==> config.mk <==
export PLATFORM = sky130hd
export DESIGN_NAME = crg_record_regs
export DESIGN_NICKNAME = d
export VERILOG_FILES = /design/src/verilog/crg_mix_decode.v /design/src/verilog/crg_record_regs.v
export VERILOG_INCLUDE_DIRS = /design/src /design/src/verilog
export SDC_FILE = /design/constraint.sdc
export NUM_CORES = 1
export LEC_CHECK = 0
export BUFFER_PORTS_ARGS = -buffer_cell sky130_fd_sc_hd__buf_2
export CAP_MARGIN = 40
export CORE_MARGIN = 1.5
export CORE_UTILIZATION = 30
export CTS_CLUSTER_SIZE = 20
export DETAILED_ROUTE_END_ITERATION = 16
export SLEW_MARGIN = 20
export SYNTH_ARGS = -nofsm -noshare
export SYNTH_HDL_FRONTEND = slang
export SYNTH_SLANG_ARGS = --single-unit
==> constraint.sdc <==
create_clock -name i_ref_clk -period 1.55 [get_ports i_ref_clk]
set_input_delay 0.2325 -clock i_ref_clk [delete_from_list [all_inputs] [get_ports i_ref_clk]]
set_output_delay 0.2325 -clock i_ref_clk [all_outputs]
set_load 0.02 [all_outputs]
==> src/verilog/crg_regs.vh <==
// Behaviour
// - Button-press flag sets on detection, holds until its register is read, then clears.
// - Headset flag is read-only, 1 while headset detected, resets to 0.
// - Coupling bit, reset 0: 0 capless, 1 ac-coupled high-power outputs.
// - Config select A, reset 0: 1 means stereo fully-differential output used.
// - Config select B, reset 0: 1 means stereo pseudo-differential output used.
// - Low three bits of detection register read 000; software writes zeros.
// - Left record mute resets to 1 (muted); writing 0 unmutes.
// - Left gain 7 bits, reset 0, 0.5 dB steps, codes from 1110111 saturate.
// - Right record mute resets to 1 (muted); writing 0 unmutes.
// - Right gain 7 bits, reset 0, same encoding as left, saturating.
// - Upper nibble: left aux mic level, 0000-1000 attenuate, 1111 disconnect, reset 1111.
// - Lower nibble: right aux mic level, same encoding, reset 1111.
// - Headset detection runs only while companion detection enable bit is 1.
`ifndef CRG_REGS_VH
`define CRG_REGS_VH
`define CRG_ADDR_DETECT 7'h0e
`define CRG_ADDR_LGAIN 7'h0f
`define CRG_ADDR_RGAIN 7'h10
`define CRG_ADDR_AUXMIX 7'h11
`define CRG_BIT_COUPLE 7
`define CRG_BIT_CFG_A 6
`define CRG_BIT_BUTTON 5
`define CRG_BIT_HEADSET 4
`define CRG_BIT_CFG_B 3
`define CRG_BIT_MUTE 7
`define CRG_RST_DETECT 8'h00
`define CRG_RST_GAIN 8'h80
`define CRG_RST_AUXMIX 8'hff
`define CRG_GAIN_MAX 7'h77
`define CRG_MIX_MAX 4'h8
`define CRG_MIX_OFF 4'hf
`endif

==> src/verilog/crg_mix_decode.v <==
`timescale 1ns/1ps
`include "crg_regs.vh"
// Decodes one mix nibble into connect and attenuation step
module crg_mix_decode (
	input wire i_ref_clk,
	input wire i_rst,
	input wire [3:0] i_level,
	output reg o_connect,
	output reg [3:0] o_atten_step
);
	always @(posedge i_ref_clk) begin
		if (i_rst) begin
			o_connect <= 1'b0;
			o_atten_step <= 4'h0;
		end else begin
			// Reserved codes are treated as disconnected
			o_connect <= (i_level <= `CRG_MIX_MAX);
			o_atten_step <= (i_level <= `CRG_MIX_MAX) ? i_level : 4'h0;
		end
	end
endmodule // crg_mix_decode

==> src/verilog/crg_record_regs.v <==
`timescale 1ns/1ps
`include "crg_regs.vh"
module crg_record_regs (
	input wire i_ref_clk,
	input wire i_rst,
	input wire [6:0] i_addr,
	input wire i_wr,
	input wire [7:0] i_wdata,
	input wire i_rd,
	input wire i_button_press,
	input wire i_headset_present,
	input wire i_detect_enable,
	output reg [7:0] o_rdata,
	output reg o_rvalid,
	output reg o_couple_ac,
	output reg o_cfg_fully_diff,
	output reg o_cfg_pseudo_diff,
	output reg o_headset_detected,
	output reg o_left_mute,
	output reg [6:0] o_left_gain,
	output reg o_right_mute,
	output reg [6:0] o_right_gain,
	output reg [3:0] o_aux_mic_left_input_level,
	output reg [3:0] o_aux_mic_right_input_level,
	output wire o_aux_mic_left_input_connect,
	output wire [3:0] o_aux_mic_left_input_atten,
	output wire o_aux_mic_right_input_connect,
	output wire [3:0] o_aux_mic_right_input_atten
);

	////////////////////////////////////////////////////////////////////////////
	// Saturate a gain code at the top step
	function [6:0] sat_gain;
		input [6:0] code;
		begin
			sat_gain = (code > `CRG_GAIN_MAX) ? `CRG_GAIN_MAX : code;
		end
	endfunction

	////////////////////////////////////////////////////////////////////////////
	// Strobe qualified by one register address
	function addr_hit;
		input strobe;
		input [6:0] addr;
		input [6:0] target;
		begin
			addr_hit = strobe && (addr == target);
		end
	endfunction

	////////////////////////////////////////////////////////////////////////////
	// Pin inputs pass two flip-flops
	reg [1:0] sync_button;
	reg [1:0] sync_headset;
	reg [1:0] sync_det_en;
	reg button_prev;
	reg button_flag;
	reg headset_flag;
	reg couple;
	reg cfg_a;
	reg cfg_b;
	reg [7:0] lgain;
	reg [7:0] rgain;
	reg [7:0] auxmix;
	reg [7:0] next_rdata;
	wire button_rise;
	wire read_detect;
	wire [7:0] detect_word;

	always @(posedge i_ref_clk) begin
		if (i_rst) begin
			sync_button <= 2'b00;
			sync_headset <= 2'b00;
			sync_det_en <= 2'b00;
			button_prev <= 1'b0;
		end else begin
			sync_button <= {sync_button[0], i_button_press};
			sync_headset <= {sync_headset[0], i_headset_present};
			sync_det_en <= {sync_det_en[0], i_detect_enable};
			button_prev <= sync_button[1];
		end
	end

	assign button_rise = sync_button[1] & ~button_prev;
	assign read_detect = addr_hit(i_rd, i_addr, `CRG_ADDR_DETECT);

	////////////////////////////////////////////////////////////////////////////
	// Sticky button flag
	always @(posedge i_ref_clk) begin
		if (i_rst) begin
			button_flag <= 1'b0;
		end else begin
			// A new press in the read cycle survives the clear
			if (button_rise)
				button_flag <= 1'b1;
			else if (read_detect)
				button_flag <= 1'b0;
		end
	end

	////////////////////////////////////////////////////////////////////////////
	// Headset flag, forced low while detection is off
	always @(posedge i_ref_clk) begin
		if (i_rst) begin
			headset_flag <= 1'b0;
		end else begin
			headset_flag <= sync_det_en[1] & sync_headset[1];
		end
	end

	////////////////////////////////////////////////////////////////////////////
	// Detect register; read-only bits are not stored
	always @(posedge i_ref_clk) begin
		if (i_rst) begin
			couple <= 1'b0;
			cfg_a <= 1'b0;
			cfg_b <= 1'b0;
		end else if (addr_hit(i_wr, i_addr, `CRG_ADDR_DETECT)) begin
			couple <= i_wdata[`CRG_BIT_COUPLE];
			cfg_a <= i_wdata[`CRG_BIT_CFG_A];
			cfg_b <= i_wdata[`CRG_BIT_CFG_B];
		end
	end

	////////////////////////////////////////////////////////////////////////////
	// Left record gain register
	always @(posedge i_ref_clk) begin
		if (i_rst) begin
			lgain <= `CRG_RST_GAIN;
		end else if (addr_hit(i_wr, i_addr, `CRG_ADDR_LGAIN)) begin
			lgain <= i_wdata;
		end
	end

	////////////////////////////////////////////////////////////////////////////
	// Right record gain register
	always @(posedge i_ref_clk) begin
		if (i_rst) begin
			rgain <= `CRG_RST_GAIN;
		end else if (addr_hit(i_wr, i_addr, `CRG_ADDR_RGAIN)) begin
			rgain <= i_wdata;
		end
	end

	////////////////////////////////////////////////////////////////////////////
	// Aux mic mix level register
	always @(posedge i_ref_clk) begin
		if (i_rst) begin
			auxmix <= `CRG_RST_AUXMIX;
		end else if (addr_hit(i_wr, i_addr, `CRG_ADDR_AUXMIX)) begin
			auxmix <= i_wdata;
		end
	end

	////////////////////////////////////////////////////////////////////////////
	// Read path: data one cycle after the read strobe
	assign detect_word = {couple, cfg_a, button_flag, headset_flag, cfg_b, 3'b000};

	always @* begin
		case (i_addr)
			`CRG_ADDR_DETECT: next_rdata = detect_word;
			`CRG_ADDR_LGAIN: next_rdata = lgain;
			`CRG_ADDR_RGAIN: next_rdata = rgain;
			`CRG_ADDR_AUXMIX: next_rdata = auxmix;
			default: next_rdata = 8'h00;
		endcase
	end

	always @(posedge i_ref_clk) begin
		if (i_rst) begin
			o_rdata <= 8'h00;
			o_rvalid <= 1'b0;
		end else begin
			o_rvalid <= i_rd;
			if (i_rd)
				o_rdata <= next_rdata;
		end
	end

	////////////////////////////////////////////////////////////////////////////
	// Driver configuration and status outputs
	always @(posedge i_ref_clk) begin
		if (i_rst) begin
			o_couple_ac <= 1'b0;
			o_cfg_fully_diff <= 1'b0;
			o_cfg_pseudo_diff <= 1'b0;
			o_headset_detected <= 1'b0;
		end else begin
			o_couple_ac <= couple;
			o_cfg_fully_diff <= cfg_a;
			o_cfg_pseudo_diff <= cfg_b;
			o_headset_detected <= headset_flag;
		end
	end

	////////////////////////////////////////////////////////////////////////////
	// Left record amplifier outputs
	always @(posedge i_ref_clk) begin
		if (i_rst) begin
			o_left_mute <= 1'b1;
			o_left_gain <= 7'h00;
		end else begin
			o_left_mute <= lgain[`CRG_BIT_MUTE];
			o_left_gain <= sat_gain(lgain[6:0]);
		end
	end

	////////////////////////////////////////////////////////////////////////////
	// Right record amplifier outputs
	always @(posedge i_ref_clk) begin
		if (i_rst) begin
			o_right_mute <= 1'b1;
			o_right_gain <= 7'h00;
		end else begin
			o_right_mute <= rgain[`CRG_BIT_MUTE];
			o_right_gain <= sat_gain(rgain[6:0]);
		end
	end

	////////////////////////////////////////////////////////////////////////////
	// Raw mix level outputs
	always @(posedge i_ref_clk) begin
		if (i_rst) begin
			o_aux_mic_left_input_level <= `CRG_MIX_OFF;
			o_aux_mic_right_input_level <= `CRG_MIX_OFF;
		end else begin
			o_aux_mic_left_input_level <= auxmix[7:4];
			o_aux_mic_right_input_level <= auxmix[3:0];
		end
	end

	////////////////////////////////////////////////////////////////////////////
	// Mix nibble decoders
	crg_mix_decode u_mix_left (
		.i_ref_clk(i_ref_clk),
		.i_rst(i_rst),
		.i_level(auxmix[7:4]),
		.o_connect(o_aux_mic_left_input_connect),
		.o_atten_step(o_aux_mic_left_input_atten)
	);

	crg_mix_decode u_mix_right (
		.i_ref_clk(i_ref_clk),
		.i_rst(i_rst),
		.i_level(auxmix[3:0]),
		.o_connect(o_aux_mic_right_input_connect),
		.o_atten_step(o_aux_mic_right_input_atten)
	);

endmodule // crg_record_regs

* Word-level counts from Yosys, hierarchy flattened
Index checks and enable logic that the tools add are counted.
** Storage, ports and cells
- Input bits :: 22
- Output and inout bits :: 47
- Word-level logic and storage cells :: 58
- Register bits after elaboration :: 83
** Operators by class
- Multiplexer cells :: 5
- Bitwise gates (word level) :: 5
- Eq/ne operators :: 4
- Reduce and logical (&&, ||, !) cells :: 10
- $lt $le $gt $ge :: 4
** Operators by type and width (number)
- 8-bit case mux with 4 select lines :: 1
- 7-bit by 4-bit == test with 1-bit output, second input constant :: 2
- 7-bit by 5-bit == test with 1-bit output, second input constant :: 2
- 7-bit > comparator, second input constant :: 2
- 7-bit 2-to-1 mux :: 2
- 4-bit <= comparator, second input constant :: 2
- 2-bit OR reduction :: 4
- 1-bit logical AND :: 5
- 1-bit inverter :: 3
- 1-bit bitwise AND :: 2
- 1-bit 2-to-1 mux :: 2
- 2-bit nonzero test :: 1

* Logic depth before layout (Yosys ltp)
- Depth in word-level cells :: 4
- Mapped depth :: 6
- Gate-level depth less buffers :: 4

* Cells and area by module
Synthesis repeated with hierarchy kept, for this count alone.
** Second synthesis, totals
- Cell total of the unflattened synthesis :: 286
- Area total of the unflattened synthesis :: 2940.3 sq um
** By module, submodules not included
- crg_record_regs :: cells an instance 262, instances 1, area an instance 2635.0 sq um, seq. area each 1461.4 sq um
- crg_mix_decode :: cells an instance 12, instances 2, area an instance 152.6 sq um, seq. area each 100.1 sq um

* Worst setup path before layout
Ideal clock, no wire load.
- Kind :: input to register
- Start :: input port i_addr[1]
- End :: register auxmix[0]
- Library setup time :: 0.120 ns
- Buffers on the path :: 1
- Setup slack :: 0.048 ns
- Data required time :: 1.430 ns
- Stages :: 4
- Arrival time :: 1.382 ns
- Cell sequence :: nor4b_4 nand4_4 buf_6 a211o_1
** On the way
- Longest elaborated chain between the ends :: 2
** Ends and longest elaborated chain
- start, declared :: RTL line crg_record_regs.v:6 : input wire [6:0] i_addr,
- 7-bit by 5-bit == test with 1-bit output :: RTL line crg_record_regs.v:47 : addr_hit = strobe && (addr == target);
- 1-bit logical AND :: RTL line crg_record_regs.v:47
- end signal, assigned :: RTL line crg_record_regs.v:149 : auxmix <= `CRG_RST_AUXMIX;
- end signal, assigned :: RTL line crg_record_regs.v:151 : auxmix <= i_wdata;
- end, declared :: RTL line crg_record_regs.v:64 : reg [7:0] auxmix;
No other way between the ends.
A chain may end at the register's enable or synchronous reset.

* Worst setup path in the final report
- Start :: input port i_addr[1]
- End :: register auxmix[5]
The elaborated chain is that of the path after synthesis.

==> results.md <==
- The placed instances occupy a cell area of 3390 um^2.
- The run finished with clean final reports.
- The share of the Yosys chip area taken by registers is 58.0%.
- Counting along the longest clock path gives a buffer depth of 2.
- The final hold violation count is 0.
- In the global route stage, overall resource usage came out at 13.7%.
- The setup path with the least slack is of type input port to register.
- The initial antenna violation count is 0.
- The relative max-transition margin is approximately two thirds.
- The number of clock buffers added by TritonCTS is 9.
- The detailed router finished its first iteration with 77 violations.
- The leading cell type in the layout, fill and taps excluded is dfxtp_1.
- On the worst path, the slowest cell contributes a delay of 0.35 ns.
- Counting every sink on the clock net gives 83.
- The worst clock skew on the final layout is around 0.012 ns.
- The slack of the worst reg-to-reg path is ~0.4 ns.
- The hold path startpoint is i_detect_enable.
- The core region is 9240 um^2.
- Summing all multi-input logic gate instances after layout gives 1070 um^2.
- The number of design rule violations left after detail routing is 0.
- The power density normalized to cell area is roughly 1100 nW/um^2.
- The kind of end point of the critical path is a register.
- After detailed routing, the number of vias per cell comes to 4.46.
- The total net switching power is 809 uW.
- The count of nets left with antenna violations once routing finished came out at 0.
- The area growth from synthesis to layout is 24.7%.
- The quantity of hold-fixing buffers added after cts is 0.
- The worst-path maximum fanout is 16.
- The critical path's slowest cell is a211o_1.
- The overall power is roughly 3.8 mW.
- The cell count after synthesis is 277.
- For the worst-skew pair, the clock arrives at the later sink with an insertion delay of 0.34 ns.
- The via count of the first global-routing pass was 2087.
- The worst setup path is launched from an input port.
- Derived from the worst setup path, the maximum achievable clock frequency is 854 MHz.
- The post-route netlist has approximately 30% of its cells at a drive strength greater than 1.
- The clock tree synthesis step divided the H-tree into 3 levels.
- The maximum number of pins on one net before global-route repair is 29.
- The post-CTS setup buffer count is 0.
- The post-synthesis cell type count is 33.
- The global-route wire length before repair is 10.5 mm.
- The number of cells traversed by the worst register-to-register path is 3.
- The analysis attributes to cell leakage a power of 1.62 nW.
- The number of maximum-capacitance constraint violations is 0.
- The number of antenna diodes in the final layout is 0.
- The library cells used most frequently in the layout, excluding fill and tap cells, are dfxtp_1 (83), buf_2 (68), nor2_1 (26).
- The die covers 10200 um^2.
- The signal on the critical path passes through buf_2, nor4b_4, buf_4, nand4_4, a211o_1.
- Setup violations remaining at the end of the flow were counted as 0.
- The critical path required time is 1.78 ns.
- After synthesis, the cell types taking the most area are dfxtp_1 (58%), mux2i_1 (7.0%), nor2b_1 (3.9%).
- The final layout contains routed wiring with a total length of 6.63 mm.
- The cell area that synthesis handed to floorplanning was 2870 um^2.
- TritonCTS built the clock tree.
- The ratio of final minimum period to clock period is 75.6%.
- The synthesized design spends more area on one cell type than any other, namely dfxtp_1.
- The critical path startpoint is i_addr[1].
- Once the floorplan was initialized, standard cells occupied 31.0% of the core.
- Setup repair after global routing left no endpoint under its margin.
- The worst-case vdd ir drop is 0.397 mV.
- The number of placed I/O pins is 69.
- The wire-length estimate of the detail-placed layout is 4.88 mm.
- The final-layout setup total negative slack is 0 ns.
- After synthesis the netlist holds a flip-flop and latch count of 83.
- Combinational logic burns around 4.2% of the power.
- The synthesized area per cell is 10.3 um^2.
- The placer's final routability congestion estimate is 0.852.
- In this run, post-CTS repair resized a total of 0 instances.
- The vertical die dimension is 101 um.
- The clock root buffer is clkbuf_8.
- The share of total power in sequential cells is 56.2%.
- The max-slew violation total from the final report is 0.
- The clock transition at the registers of the reported paths is around 0.07 ns.
- The routed layout has 2143 vias.
- In the final routed layout, each cell accounts on average for 13.8 um.
- The total nets after synthesis is 299.
- The Yosys step of the flow raised 0 warnings.
- The minimum period implied by the final worst setup slack is 1.17 ns.
- The startpoint of the lowest-slack register-to-register path is auxmix[6].
- Global routing finished with a remaining overflow of 0.
- Of the post-synthesis cell area, the dominant cell type holds 58.0%.
- The post-layout net count is around 370.
- The die is 101 um wide.
- The most critical setup path has its endpoint at auxmix[5].
- The internal portion of total power is 3.02 mW.
- In this run switching power makes up 21.1% of total power.
- The class of the tightest hold or removal check is input port to register.
- For the pin with the worst max-slew slack, the measured transition is about 0.50 ns.
- The sequential cell area in the final layout is 1660 um^2.
- Per report_power, the clock group accounts for between 30 and 40% of the total.
- Port buffering added 68 buffers.
- The endpoint identified for the worst register-to-register timing path is u_mix_left.o_atten_step[0].
- The summed area of non-filler cells in the final layout is 3570 um^2.
- After filler insertion, the fill cell instance count of the layout stands at slightly above 900.
- The placement row count is 35.
- The data arrival time at the worst-slack endpoint is 1.40 ns.
- The detailed-routing iteration count for the pre-antenna-repair pass is 4.
-- metal layers --
metal,global-route usage (%),vias to the layer above,share of wire [%]
met2,21.8,66,46
met1,17.4,983,47
li1,-,1087,-
met4,6.18,0,1.2
met5,0,-,0
met3,3.88,7,5.5
-- cells by family (layout without fill, tap and decap cells) --
family          Yosys count  after routing  synth area share [%]
simple gates             96             96                  19.2
flops                    83             83                  58.0
compound gates           46             46                  11.1
buf+inv                  32            107                  4.71
mux                      20             20                  6.98
-- Yosys cell counts --
| library cell | n |
|---|---|
| and4b_2 | 1 |
| and4_1 | 1 |
| buf_2 | 3 |
| o21a_1 | 1 |
| a21oi_1 | 15 |
| and2_1 | 5 |
| nand3_1 | 1 |
| nor2b_1 | 18 |
| and2_2 | 1 |
| nor4b_1 | 1 |
| nand2b_1 | 1 |
| buf_4 | 1 |
| nand4_1 | 4 |
| mux2i_1 | 20 |
| a22o_1 | 5 |
| nor4b_4 | 1 |
| and3b_1 | 2 |
| nor3_1 | 1 |
| o211a_1 | 1 |
| a32oi_1 | 5 |
| buf_6 | 1 |
| or2_2 | 10 |
| nand4_4 | 2 |
| and3_2 | 1 |
| o22ai_1 | 5 |
| a211o_1 | 10 |
| nand2_1 | 19 |
| clkbuf_1 | 9 |
| or3_1 | 1 |
| nor2_1 | 26 |
| dfxtp_1 | 83 |
| o21ai_0 | 4 |
| inv_1 | 18 |
-- through the flow --
stage               util [%]  hold slack, ns  instances  setup slack [ns]
finish                  38.7           0.102        481             0.379
global route            38.7          0.0965        481             0.272
CTS                     38.7          0.0811        481             0.386
detailed placement      36.6           0.410        468            0.0148
global placement        36.6           0.404        468            0.0540
floorplan                  -           0.316        277            0.0485
-- critical path, delay by kind of cell --
| family | cells | cell delay, ns |
|---|---|---|
| AO/OA/AOI/OAI | 1 | 0.35 |
| buffers and inverters | 2 | 0.34 |
| AND/OR/NAND/NOR | 2 | 0.48 |
-- power by group through the flow --
| stage | sequential [mW] | clock, mW | combinational (mW) |
|---|---|---|---|
| after CTS | 2.15 | 1.57 | 0.162 |
| after floorplan | 2.20 | 0 | 0.0795 |
| after global placement | 2.20 | 0 | 0.159 |
| after detailed placement | 2.20 | 0 | 0.161 |
| after global routing | 2.15 | 1.66 | 0.176 |
| final | 2.15 | 1.51 | 0.161 |
-- worst min path at each step --
| stage | to | slack, ns | cells after the start |
|---|---|---|---|
| finish | sync_det_en[0] | 0.10 | 2 |
| global route | sync_headset[0] | 0.1 | 2 |
| CTS | sync_det_en[0] | 0.08 | 2 |
| detailed placement | headset_flag | 0.41 | 2 |
| global placement | headset_flag | 0.40 | 2 |
| floorplan | o_rvalid | 0.32 | 1 |
-- final cells by class --
class / instances / area share (%)
Sequential cell: 83 / 46.5
Clock inverter: 2 / 1.05
Inverter: 18 / 1.89
Multi-Input combinational cell: 162 / 29.9
Tap cell: 129 / 4.52
Timing Repair Buffer: 76 / 11.9
Clock buffer: 11 / 4.24
-- flip-flops by register name, summed over array words and instances (netlist names), 2 cells and up --
name	count
o_left_gain	7
u_mix_left.o_atten_step	4
sync_headset	2
o_aux_mic_left_input_level	4
o_rdata	8
o_right_gain	7
lgain	8
rgain	8
sync_button	2
sync_det_en	2
u_mix_right.o_atten_step	4
auxmix	8
o_aux_mic_right_input_level	4
No activity file was read; power rests on OpenSTA's default activity.
